File: src/hw/plti_defines.svh
// constants for the lane transceiver interface: offsets, fields, timing
`ifndef PLTI_DEFINES_SVH
`define PLTI_DEFINES_SVH

`define PLTI_LANES 4
`define PLTI_ADDR_W 12
`define PLTI_BSTAT_W 6
`define PLTI_IRQ_W 6
`define PLTI_CNT_W 16

`define PLTI_OFS_CTRL 12'h000
`define PLTI_OFS_STATUS 12'h004
`define PLTI_OFS_IRQ_STAT 12'h008
`define PLTI_OFS_IRQ_MASK 12'h00C
`define PLTI_OFS_ERRCNT 12'h010

`define PLTI_CTRL_INH_LSB 0
`define PLTI_CTRL_BOND 4
`define PLTI_CTRL_SWRST 5
`define PLTI_CTRL_INH_RST 4'h0
`define PLTI_CTRL_BOND_RST 1'b1

`define PLTI_ST_DONE_LSB 0
`define PLTI_ST_ALIGN_LSB 4
`define PLTI_ST_READY 8
`define PLTI_ST_FLOW 9
`define PLTI_ST_BSTAT_LSB 10
`define PLTI_ST_REQ 16

`define PLTI_IRQ_REQ 0
`define PLTI_IRQ_DONE 1
`define PLTI_IRQ_DEC 2
`define PLTI_IRQ_DISP 3
`define PLTI_IRQ_LOST 4
`define PLTI_IRQ_BOND 5
`define PLTI_IRQ_MASK_RST 6'h00

`define PLTI_BSTAT_SAT 6'h1E
`define PLTI_LOW5_ONES 5'h1F

`define PLTI_CLK_PERIOD_NS 10
`define PLTI_RST_HOLD_NS 100
`define PLTI_RST_HOLD_CYC \
    ((`PLTI_RST_HOLD_NS + `PLTI_CLK_PERIOD_NS - 1) / `PLTI_CLK_PERIOD_NS)

`endif

File: src/hw/plti_pkg.sv
// types and helper functions for the lane transceiver interface
package plti_pkg;
    `include "plti_defines.svh"

    typedef logic [`PLTI_LANES-1:0] plti_lane_t;
    typedef logic [4*`PLTI_LANES-1:0] plti_kflag_t;
    typedef logic [32*`PLTI_LANES-1:0] plti_sym_t;
    typedef logic [`PLTI_BSTAT_W-1:0] plti_bstat_t;

    typedef enum logic [1:0] {
        RST_HOLD = 2'b00,
        RST_WAIT = 2'b01,
        RST_RUN = 2'b10
    } plti_rst_state_t;

    typedef struct packed {
        plti_lane_t inh;
        logic bond_en;
        logic swrst;
        logic [`PLTI_IRQ_W-1:0] irq_stat;
        logic [`PLTI_IRQ_W-1:0] irq_mask;
        logic [31:0] prdata;
        logic ack;
        logic slverr;
        plti_sym_t tx_data;
        plti_kflag_t tx_k;
        plti_bstat_t buf_stat;
        logic flow;
        logic req_prev;
        logic [`PLTI_CNT_W-1:0] errcnt;
    } plti_top_st_t;

    typedef struct packed {
        plti_rst_state_t st;
        logic [7:0] cnt;
        logic gt_reset;
        logic ready;
        logic done_evt;
    } plti_rst_st_t;

    typedef struct packed {
        plti_sym_t data;
        plti_kflag_t k;
        plti_kflag_t comma;
        logic valid;
        plti_lane_t aligned;
        logic dec;
        logic disp;
        logic lost;
        logic bond;
    } plti_rx_st_t;

    function automatic logic plti_all_set(input plti_lane_t v);
        return &v;
    endfunction

    function automatic logic plti_mapped(input logic [`PLTI_ADDR_W-1:0] a);
        return (a == `PLTI_OFS_CTRL) || (a == `PLTI_OFS_STATUS) ||
               (a == `PLTI_OFS_IRQ_STAT) || (a == `PLTI_OFS_IRQ_MASK) ||
               (a == `PLTI_OFS_ERRCNT);
    endfunction
endpackage

File: src/hw/plti_rst_if.sv
// reset handshake bundle between the top and the reset sequencer
`timescale 1ns/1ps
interface plti_rst_if;
    logic reset_req;
    logic [`PLTI_LANES-1:0] reset_done;
    logic sw_reset;
    logic gt_reset;
    logic rx_ready;
    logic done_evt;

    modport seq (
        input reset_req,
        input reset_done,
        input sw_reset,
        output gt_reset,
        output rx_ready,
        output done_evt
    );

    modport ctl (
        output reset_req,
        output reset_done,
        output sw_reset,
        input gt_reset,
        input rx_ready,
        input done_evt
    );
endinterface

File: src/hw/plti_rst_seq.sv
// transceiver reset sequencer: hold, wait for all lanes done, run
`timescale 1ns/1ps
module plti_rst_seq (
    // clock and reset
    input wire logic pclk,
    input wire logic presetn,
    // reset handshake
    plti_rst_if.seq rb
);
    import plti_pkg::*;

    localparam logic [7:0] HOLD_LAST = 8'(`PLTI_RST_HOLD_CYC - 1);

    plti_rst_st_t state_ff, nxt_state;

    always_comb begin
        nxt_state = state_ff;
        nxt_state.done_evt = 1'b0;
        // a request restarts the hold in any state, data is cut one cycle after gt_reset rises
        if (rb.reset_req || rb.sw_reset) begin
            nxt_state.st = RST_HOLD;
            nxt_state.cnt = HOLD_LAST;
            nxt_state.gt_reset = 1'b1;
            nxt_state.ready = 1'b0;
        end else begin
            unique case (state_ff.st)
                RST_HOLD: begin
                    if (state_ff.cnt == 8'h00) begin
                        nxt_state.st = RST_WAIT;
                        nxt_state.gt_reset = 1'b0;
                    end else begin
                        nxt_state.cnt = state_ff.cnt - 8'h01;
                    end
                end
                RST_WAIT: begin
                    if (plti_all_set(rb.reset_done)) begin
                        nxt_state.st = RST_RUN;
                        nxt_state.ready = 1'b1;
                        nxt_state.done_evt = 1'b1;
                    end
                end
                RST_RUN: begin
                    if (!plti_all_set(rb.reset_done)) begin
                        nxt_state.st = RST_WAIT;
                        nxt_state.ready = 1'b0;
                    end
                end
                default: begin
                    nxt_state.st = RST_HOLD;
                    nxt_state.cnt = HOLD_LAST;
                    nxt_state.gt_reset = 1'b1;
                    nxt_state.ready = 1'b0;
                end
            endcase
        end
    end

    always_ff @(posedge pclk or negedge presetn) begin
        if (!presetn) begin
            state_ff <= '0;
            state_ff.st <= RST_HOLD;
            state_ff.cnt <= HOLD_LAST;
            state_ff.gt_reset <= 1'b1;
        end else begin
            state_ff <= nxt_state;
        end
    end

    assign rb.gt_reset = state_ff.gt_reset;
    assign rb.rx_ready = state_ff.ready;
    assign rb.done_evt = state_ff.done_evt;
endmodule // plti_rst_seq

File: src/hw/plti_rx_lanes.sv
// receive lane capture: gated symbols and error events from any byte
`timescale 1ns/1ps
module plti_rx_lanes (
    // clock and reset
    input wire logic pclk,
    input wire logic presetn,
    // control
    input wire logic rx_ready,
    input wire logic bond_en,
    // from transceivers
    input wire plti_pkg::plti_sym_t gtrx_data,
    input wire plti_pkg::plti_kflag_t gtrx_charisk,
    input wire plti_pkg::plti_kflag_t gtrx_chariscomma,
    input wire plti_pkg::plti_kflag_t gtrx_disperr,
    input wire plti_pkg::plti_kflag_t gtrx_notintable,
    input wire plti_pkg::plti_lane_t gtrx_chanbondseq,
    input wire plti_pkg::plti_lane_t gtrx_chanisaligned,
    // toward the phy
    output plti_pkg::plti_sym_t rx_sym,
    output plti_pkg::plti_kflag_t rx_k,
    output plti_pkg::plti_kflag_t rx_comma,
    output logic rx_valid,
    output plti_pkg::plti_lane_t aligned,
    // one-cycle events
    output logic dec_evt,
    output logic disp_evt,
    output logic lost_evt,
    output logic bond_evt
);
    import plti_pkg::*;

    plti_rx_st_t state_ff, nxt_state;

    always_comb begin
        nxt_state = state_ff;
        nxt_state.aligned = gtrx_chanisaligned;
        nxt_state.bond = |gtrx_chanbondseq;
        // lanes in reset send garbage, so no symbol or error event passes before ready
        nxt_state.valid = rx_ready;
        nxt_state.data = rx_ready ? gtrx_data : '0;
        nxt_state.k = rx_ready ? gtrx_charisk : '0;
        nxt_state.comma = rx_ready ? gtrx_chariscomma : '0;
        nxt_state.disp = rx_ready && (|gtrx_disperr);
        nxt_state.dec = rx_ready && (|gtrx_notintable);
        nxt_state.lost = rx_ready && bond_en &&
                         (|(state_ff.aligned & ~gtrx_chanisaligned));
    end

    always_ff @(posedge pclk or negedge presetn) begin
        if (!presetn) begin
            state_ff <= '0;
        end else begin
            state_ff <= nxt_state;
        end
    end

    assign rx_sym = state_ff.data;
    assign rx_k = state_ff.k;
    assign rx_comma = state_ff.comma;
    assign rx_valid = state_ff.valid;
    assign aligned = state_ff.aligned;
    assign dec_evt = state_ff.dec;
    assign disp_evt = state_ff.disp;
    assign lost_evt = state_ff.lost;
    assign bond_evt = state_ff.bond;
endmodule // plti_rx_lanes

File: src/hw/plti_top.sv
// lane transceiver interface top: apb registers, tx path, rx and reset
//
// Our own choices: the APB slave port and the address map.
`timescale 1ns/1ps
//
// Behaviour
// - thirty-two transmit bits per lane.
// - one transmit K flag per byte.
// - one transmitter disable per lane.
// - one channel bonding enable output.
// - one transceiver reset output.
module plti_top (
    // clock and reset
    input wire logic pclk,
    input wire logic presetn,
    // apb slave
    input wire logic psel,
    input wire logic penable,
    input wire logic pwrite,
    input wire logic [`PLTI_ADDR_W-1:0] paddr,
    input wire logic [31:0] pwdata,
    input wire logic [3:0] pstrb,
    output logic [31:0] prdata,
    output logic pready,
    output logic pslverr,
    // interrupt
    output logic irq,
    // transmit symbols from the phy
    input wire plti_pkg::plti_sym_t tx_sym_in,
    input wire plti_pkg::plti_kflag_t tx_k_in,
    // receive symbols toward the phy
    output plti_pkg::plti_sym_t rx_sym_out,
    output plti_pkg::plti_kflag_t rx_k_out,
    output plti_pkg::plti_kflag_t rx_comma_out,
    output logic rx_valid_out,
    // packet buffer
    input wire plti_pkg::plti_bstat_t buf_stat_in,
    input wire logic tx_flow_control_in,
    output plti_pkg::plti_bstat_t buf_stat_out,
    output logic tx_flow_mode_out,
    // transceiver transmit side
    output plti_pkg::plti_sym_t gttx_data,
    output plti_pkg::plti_kflag_t gttx_charisk,
    output plti_pkg::plti_lane_t gttx_inhibit,
    // transceiver receive side
    input wire plti_pkg::plti_sym_t gtrx_data,
    input wire plti_pkg::plti_kflag_t gtrx_charisk,
    input wire plti_pkg::plti_kflag_t gtrx_chariscomma,
    input wire plti_pkg::plti_kflag_t gtrx_disperr,
    input wire plti_pkg::plti_kflag_t gtrx_notintable,
    input wire plti_pkg::plti_lane_t gtrx_chanbondseq,
    input wire plti_pkg::plti_lane_t gtrx_chanisaligned,
    // transceiver bonding and reset
    output logic gtrx_chanbonden,
    input wire logic gtrx_reset_req,
    output logic gtrx_reset,
    input wire plti_pkg::plti_lane_t gtrx_reset_done
);
    import plti_pkg::*;

    plti_top_st_t state_ff, nxt_state;
    plti_lane_t rx_aligned;
    logic dec_evt;
    logic disp_evt;
    logic lost_evt;
    logic bond_evt;
    logic access;
    logic wr_take;
    logic [31:0] wmask;
    logic [31:0] wval;
    logic [`PLTI_IRQ_W-1:0] events;
    logic [`PLTI_IRQ_W-1:0] w1c;
    logic err_hit;
    logic err_clr;

    plti_rst_if rst_bus ();

    function automatic logic [31:0] lane_mask(input logic [3:0] s);
        return {{8{s[3]}}, {8{s[2]}}, {8{s[1]}}, {8{s[0]}}};
    endfunction

    function automatic logic [31:0] read_word(
        input logic [`PLTI_ADDR_W-1:0] a,
        input plti_top_st_t s,
        input plti_lane_t done,
        input plti_lane_t algn,
        input logic ready,
        input logic req
    );
        logic [31:0] w;
        w = 32'h0000_0000;
        unique case (a)
            `PLTI_OFS_CTRL: begin
                w[`PLTI_CTRL_INH_LSB +: `PLTI_LANES] = s.inh;
                w[`PLTI_CTRL_BOND] = s.bond_en;
            end
            `PLTI_OFS_STATUS: begin
                w[`PLTI_ST_DONE_LSB +: `PLTI_LANES] = done;
                w[`PLTI_ST_ALIGN_LSB +: `PLTI_LANES] = algn;
                w[`PLTI_ST_READY] = ready;
                w[`PLTI_ST_FLOW] = s.flow;
                w[`PLTI_ST_BSTAT_LSB +: `PLTI_BSTAT_W] = s.buf_stat;
                w[`PLTI_ST_REQ] = req;
            end
            `PLTI_OFS_IRQ_STAT: w[`PLTI_IRQ_W-1:0] = s.irq_stat;
            `PLTI_OFS_IRQ_MASK: w[`PLTI_IRQ_W-1:0] = s.irq_mask;
            `PLTI_OFS_ERRCNT: w[`PLTI_CNT_W-1:0] = s.errcnt;
            default: w = 32'h0000_0000;
        endcase
        return w;
    endfunction

    assign rst_bus.reset_req = gtrx_reset_req;
    assign rst_bus.reset_done = gtrx_reset_done;
    assign rst_bus.sw_reset = state_ff.swrst;

    plti_rst_seq u_rst_seq (
        .pclk(pclk),
        .presetn(presetn),
        .rb(rst_bus.seq)
    );

    plti_rx_lanes u_rx_lanes (
        .pclk(pclk),
        .presetn(presetn),
        .rx_ready(rst_bus.rx_ready),
        .bond_en(state_ff.bond_en),
        .gtrx_data(gtrx_data),
        .gtrx_charisk(gtrx_charisk),
        .gtrx_chariscomma(gtrx_chariscomma),
        .gtrx_disperr(gtrx_disperr),
        .gtrx_notintable(gtrx_notintable),
        .gtrx_chanbondseq(gtrx_chanbondseq),
        .gtrx_chanisaligned(gtrx_chanisaligned),
        .rx_sym(rx_sym_out),
        .rx_k(rx_k_out),
        .rx_comma(rx_comma_out),
        .rx_valid(rx_valid_out),
        .aligned(rx_aligned),
        .dec_evt(dec_evt),
        .disp_evt(disp_evt),
        .lost_evt(lost_evt),
        .bond_evt(bond_evt)
    );

    always_comb begin
        nxt_state = state_ff;
        nxt_state.swrst = 1'b0;
        nxt_state.ack = 1'b0;
        access = psel && penable;
        // one wait state so read data always comes from a flip-flop
        wr_take = access && state_ff.ack && pwrite && !state_ff.slverr;
        wmask = lane_mask(pstrb);
        wval = pwdata & wmask;
        w1c = '0;
        err_clr = 1'b0;

        if (access && !state_ff.ack) begin
            nxt_state.ack = 1'b1;
            nxt_state.slverr = !plti_mapped(paddr);
            nxt_state.prdata = pwrite ? 32'h0000_0000 :
                read_word(paddr, state_ff, gtrx_reset_done, rx_aligned,
                          rst_bus.rx_ready, gtrx_reset_req);
        end

        if (wr_take) begin
            unique case (paddr)
                `PLTI_OFS_CTRL: begin
                    if (pstrb[0]) begin
                        nxt_state.inh =
                            pwdata[`PLTI_CTRL_INH_LSB +: `PLTI_LANES];
                        nxt_state.bond_en = pwdata[`PLTI_CTRL_BOND];
                        nxt_state.swrst = pwdata[`PLTI_CTRL_SWRST];
                    end
                end
                `PLTI_OFS_IRQ_STAT: w1c = wval[`PLTI_IRQ_W-1:0];
                `PLTI_OFS_IRQ_MASK: begin
                    if (pstrb[0]) begin
                        nxt_state.irq_mask = pwdata[`PLTI_IRQ_W-1:0];
                    end
                end
                `PLTI_OFS_ERRCNT: err_clr = 1'b1;
                default: begin
                end
            endcase
        end

        events = '0;
        events[`PLTI_IRQ_REQ] = gtrx_reset_req && !state_ff.req_prev;
        events[`PLTI_IRQ_DONE] = rst_bus.done_evt;
        events[`PLTI_IRQ_DEC] = dec_evt;
        events[`PLTI_IRQ_DISP] = disp_evt;
        events[`PLTI_IRQ_LOST] = lost_evt;
        events[`PLTI_IRQ_BOND] = bond_evt;
        nxt_state.req_prev = gtrx_reset_req;
        // a new event wins over a clear written in the same cycle
        nxt_state.irq_stat = (state_ff.irq_stat & ~w1c) | events;

        err_hit = dec_evt || disp_evt;
        if (err_clr) begin
            nxt_state.errcnt = err_hit ? `PLTI_CNT_W'(1) : '0;
        end else if (err_hit && !(&state_ff.errcnt)) begin
            nxt_state.errcnt = state_ff.errcnt + `PLTI_CNT_W'(1);
        end

        nxt_state.tx_data = tx_sym_in;
        nxt_state.tx_k = tx_k_in;
        // guards the link against a pattern the partner reads as flow control
        if (buf_stat_in[4:0] == `PLTI_LOW5_ONES ||
            buf_stat_in > `PLTI_BSTAT_SAT) begin
            nxt_state.buf_stat = `PLTI_BSTAT_SAT;
        end else begin
            nxt_state.buf_stat = buf_stat_in;
        end
        nxt_state.flow = tx_flow_control_in;
    end

    always_ff @(posedge pclk or negedge presetn) begin
        if (!presetn) begin
            state_ff <= '0;
            state_ff.inh <= `PLTI_CTRL_INH_RST;
            state_ff.bond_en <= `PLTI_CTRL_BOND_RST;
            state_ff.irq_mask <= `PLTI_IRQ_MASK_RST;
        end else begin
            state_ff <= nxt_state;
        end
    end

    assign pready = access && state_ff.ack;
    assign pslverr = access && state_ff.ack && state_ff.slverr;
    assign prdata = state_ff.prdata;
    assign irq = |(state_ff.irq_stat & state_ff.irq_mask);
    assign gttx_data = state_ff.tx_data;
    assign gttx_charisk = state_ff.tx_k;
    assign gttx_inhibit = state_ff.inh;
    assign gtrx_chanbonden = state_ff.bond_en;
    assign gtrx_reset = rst_bus.gt_reset;
    assign buf_stat_out = state_ff.buf_stat;
    assign tx_flow_mode_out = state_ff.flow;
endmodule // plti_top

File: config.mk
export PLATFORM = sky130hd
export DESIGN_NAME = plti_top
export DESIGN_NICKNAME = d
export VERILOG_FILES = /design/src/hw/plti_pkg.sv /design/src/hw/plti_rst_if.sv /design/src/hw/plti_rst_seq.sv /design/src/hw/plti_rx_lanes.sv /design/src/hw/plti_top.sv
export VERILOG_INCLUDE_DIRS = /design/src /design/src/hw
export SDC_FILE = /design/constraint.sdc
export NUM_CORES = 1
export LEC_CHECK = 0
export BUFFER_PORTS_ARGS = -buffer_cell sky130_fd_sc_hd__buf_2
export CELL_PAD_IN_SITES_DETAIL_PLACEMENT = 0
export CELL_PAD_IN_SITES_GLOBAL_PLACEMENT = 2
export CORE_AREA = 8 8 291 293
export CTS_BUF_LIST = sky130_fd_sc_hd__clkbuf_8 sky130_fd_sc_hd__clkbuf_16
export DETAILED_ROUTE_END_ITERATION = 10
export DIE_AREA = 0 0 299 301
export PLACE_DENSITY = 0.62
export SLEW_MARGIN = 20
export SYNTH_ARGS = -nofsm -noshare
export SYNTH_HDL_FRONTEND = slang
export SYNTH_SLANG_ARGS = --single-unit
File: constraint.sdc
create_clock -name pclk -period 5.79 [get_ports pclk]
set_input_delay 0.579 -clock pclk [delete_from_list [all_inputs] [get_ports pclk]]
set_output_delay 0.579 -clock pclk [all_outputs]
set_load 0.02 [all_outputs]
==> qor.yml <==
grt:
  grtUsageMet2_pct: 17.8
  use_met1_pct: 12.7
  grt_pass1_vias: 11400
  antenna_found_initial: 24
  grt_pass1_wl_um: 74000
  grt.met3_usage_pct: 4.54
  grt_max_degree: 136
  grtUsageTotal_pct: 10.7
  grt_busiest_layer: "met2"
  grt_overflow_total: 0
sta:
  min_period_ns: 2.33
  slew_violations: 0
  finalSetupViolations: 0
  period_share_pct: 40.3
  rsz0062_at_grt: "no"
  setup-tns-final_ns: 0
  timing.fmax_ghz: 0.428
  fin_worst_skew_ns: 0.0138
  worst_pin_slew_ns: 0.991
  finalWorstSetupSlack_ns: 3.46
  final_hold_viol_count: 0
  max-slew-margin-rel_pct: 33.6
floorplanning:
  die_y_um: 301
  num_rows: 104
  placeableCoreArea_um2: 79900
  initial_utilization_pct: 17.9
  dieArea_um2: 90000
  ios: 762
  die_w_um: 299
clock_tree:
  cts_resized: 0
  ctsLongestPathBuffers: 3
  clock_sinks: 387
  cts_setup_buffers: 0
  htree_levels: 2
  cts_tree: "done"
  postCtsHoldBufs: 0
  cts-root-buf: "clkbuf_16"
  clkTransAtPathRegs_ns: 0.06
  cts_buffers: 46
  insertion_delay_ns: 0.56
setup_path:
  critPathKind: "flop to flop"
  cp.required_ns: 6.28
  r2r_slack_ns: 3.46
  critPathLaunchType: "flop"
  worstSetupEndpointType: "flop"
  slowest_stage: "nand3b_1"
  arrival_ns: 2.83
  critPathMaxStageDelay_ns: 0.68
  path_cells: "nand3b_1 -> inv_1 -> nand2_1 -> o32a_1 -> nand3_1"
  cp_max_fo: 22
routing:
  drc: 0
  drt-wirelength-per-cell_um: 18.4
  firstDrtPassIters: 4
  drt_iter0_drc: 304
  routed_via_density: 3.67
  postRouteAntennaNets: 0
  wirelength_um: 50500
  routed-via-count: 10100
final_layout:
  drive_gt1_share_pct: 49.5
  num-nets-final: 2065
  finalNonFillerCells: 2750
  nFillCells: 8550
  fin_util_pct: 24.3
  syn_to_final_growth_pct: 35.7
synth:
  synth_area_leaders: "dfrtp_1 (67%), buf_4 (9.8%), and2_1 (7.5%), mux2_2 (1.3%), nand3_1 (0.84%)"
  syn_area_per_cell_um2: 13.2
  ys.flop_type: "dfrtp_1"
  syn_area_um2: 14300
  synthArstFlopShare_pct: 100
  netlist_instances: 1084
  ys_seq_area_share_pct: 67.6
  ys_warn_count: 0
  synth_top_area_share_pct: 66.9
  synth_top_area_cell: "dfrtp_1"
  synthDistinctLibCells: 60
  synth_edf_count: 0
  synth-seq-cells: 387
worst_hold_path:
  min_path_type: "input pin to async pin"
place:
  dp_hpwl_um: 39700
  post-place-cells: 2661
  place_congestion: 0.774
  place.port_buffers: 717
  dp_slack_ns: 2.90
pwr:
  p_leak_nw: 10.2
  power_density_nw_per_um2: 340
  ir_worst_vdd_mv: 0.184
outcome:
  status: "finished, final reports clean"
flow_run:
  drv_cap: 0
cells in the final DEF (no fill, tap or decap), types with 13 or more instances in the layout:
| cell | instances |
|---|---|
| and2_1 | 172 |
| inv_1 | 31 |
| mux2_2 | 16 |
| nor2_1 | 15 |
| o21ai_0 | 17 |
| dfrtp_1 | 382 |
| clkbuf_8 | 13 |
| conb_1 | 16 |
| nand2_1 | 23 |
| nand3_1 | 24 |
| nor4_1 | 13 |
| buf_2 | 716 |
| a21oi_1 | 19 |
| clkbuf_16 | 49 |
kinds of logic (layout without fill, tap and decap cells):
logic type | count (synthesis) | in the layout | synth area share, %
flip-flops | 387 | 387 | 67.6
AND/OR/NAND/NOR | 330 | 330 | 14.0
buffers and inverters | 242 | 829 | 11.3
AO/OA/AOI/OAI | 99 | 99 | 5.07
multiplexers | 18 | 18 | 1.40
adder cells (fa/ha/maj) | 7 | 7 | 0.611
other | 1 | 20 | 0.0262
worst max-delay path, delay by kind of cell, from the launching register on:
family                 cells  cell delay, ns
and+or+nand+nor            3            0.95
AOI/OAI and AO/OA          1            0.38
DFF                        1            0.37
buffers and inverters      1            0.57
Yosys cell counts, types with 3 or more instances:
library cell  instances
dfrtp_1             383
buf_4               187
and2_1              172
clkbuf_1             31
nand3_1              24
nand2_1              23
inv_1                20
a21oi_1              19
o21ai_0              17
mux2_2               16
nor2_1               15
nor4_1               14
or4_1                12
a221o_1              10
nand4_1              10
nand2b_1              9
o31ai_1               9
a22oi_1               8
ha_1                  7
nor3_1                7
o41ai_1               7
or3_1                 7
a41oi_1               6
and3_1                6
nor2b_1               6
or2_2                 6
buf_2                 4
dfstp_2               4
and2_0                3
and3b_1               3
o32a_1                3
flip-flops by register name, indices dropped and copies added (netlist names):
name	cells
gttx_data	128
u_rx_lanes.rx_sym	128
state_ff	31
prdata	17
gttx_charisk	16
u_rx_lanes.rx_comma	16
u_rx_lanes.rx_k	16
u_rst_seq.state_ff	10
buf_stat_out	6
gttx_inhibit	4
u_rx_lanes.aligned	4
gtrx_chanbonden	1
rst_bus.sw_reset	1
tx_flow_mode_out	1
u_rst_seq.rb.done_evt	1
u_rst_seq.rb.gt_reset	1
u_rst_seq.rb.rx_ready	1
u_rx_lanes.bond_evt	1
u_rx_lanes.dec_evt	1
u_rx_lanes.disp_evt	1
u_rx_lanes.lost_evt	1
u_rx_lanes.rx_valid	1
per-stage QoR:
stage	total power [mW]	area [um^2]	hold slack, ns
finish	6.61	19400	0.0628
global route	6.95	19400	0.0616
CTS	6.76	19400	0.0572
detailed placement	3.76	17900	0.413
global placement	3.74	17900	0.406
floorplan	3.45	14400	0.283
layout make-up:
type | count | area (um^2) | share of cell area, %
sequential | 387 | 9690 | 49.8
timing repair buffer | 724 | 3680 | 18.9
clock buffer | 62 | 1410 | 7.23
multi-input combinational | 470 | 3100 | 15.9
clock inverter | 23 | 161 | 0.830
tap | 1060 | 1330 | 6.82
antenna | 4 | 10.0 | 0.0515
inverter | 20 | 75.1 | 0.386
routing by layer:
metal / vias to the layer above / share of wire [%] / wire length, um
met1: 4907 / 40 / 20300
li1: 4554 / - / -
met3: 71 / 10 / 5180
met5: - / 0.093 / 47
met4: 8 / 1.9 / 975
met2: 539 / 48 / 24000
report_power, final:
part	internal (mW)	switching, mW
registers	2.83	0.120
clock network	1.78	1.14
logic	0.289	0.453
total	4.90	1.71
worst paths after layout:
check / from / endpoint / cells after the start
min reg2reg: state_ff[16]$_DFF_PN0_ / state_ff[208]$_DFF_PN0_ / 1
min in group pclk: tx_sym_in[0] / gttx_data[0]$_DFF_PN0_ / 1
max in group asynchronous: presetn / u_rx_lanes.rx_sym[21]$_DFF_PN0_ / 2
max reg2reg: state_ff[169]$_DFF_PN0_ / prdata[0]$_DFFE_PN0P_ / 5
min: presetn / u_rx_lanes.dec_evt$_DFF_PN0_ / 1
max: state_ff[169]$_DFF_PN0_ / prdata[0]$_DFFE_PN0P_ / 5
Power figures use the tool's default switching activity.
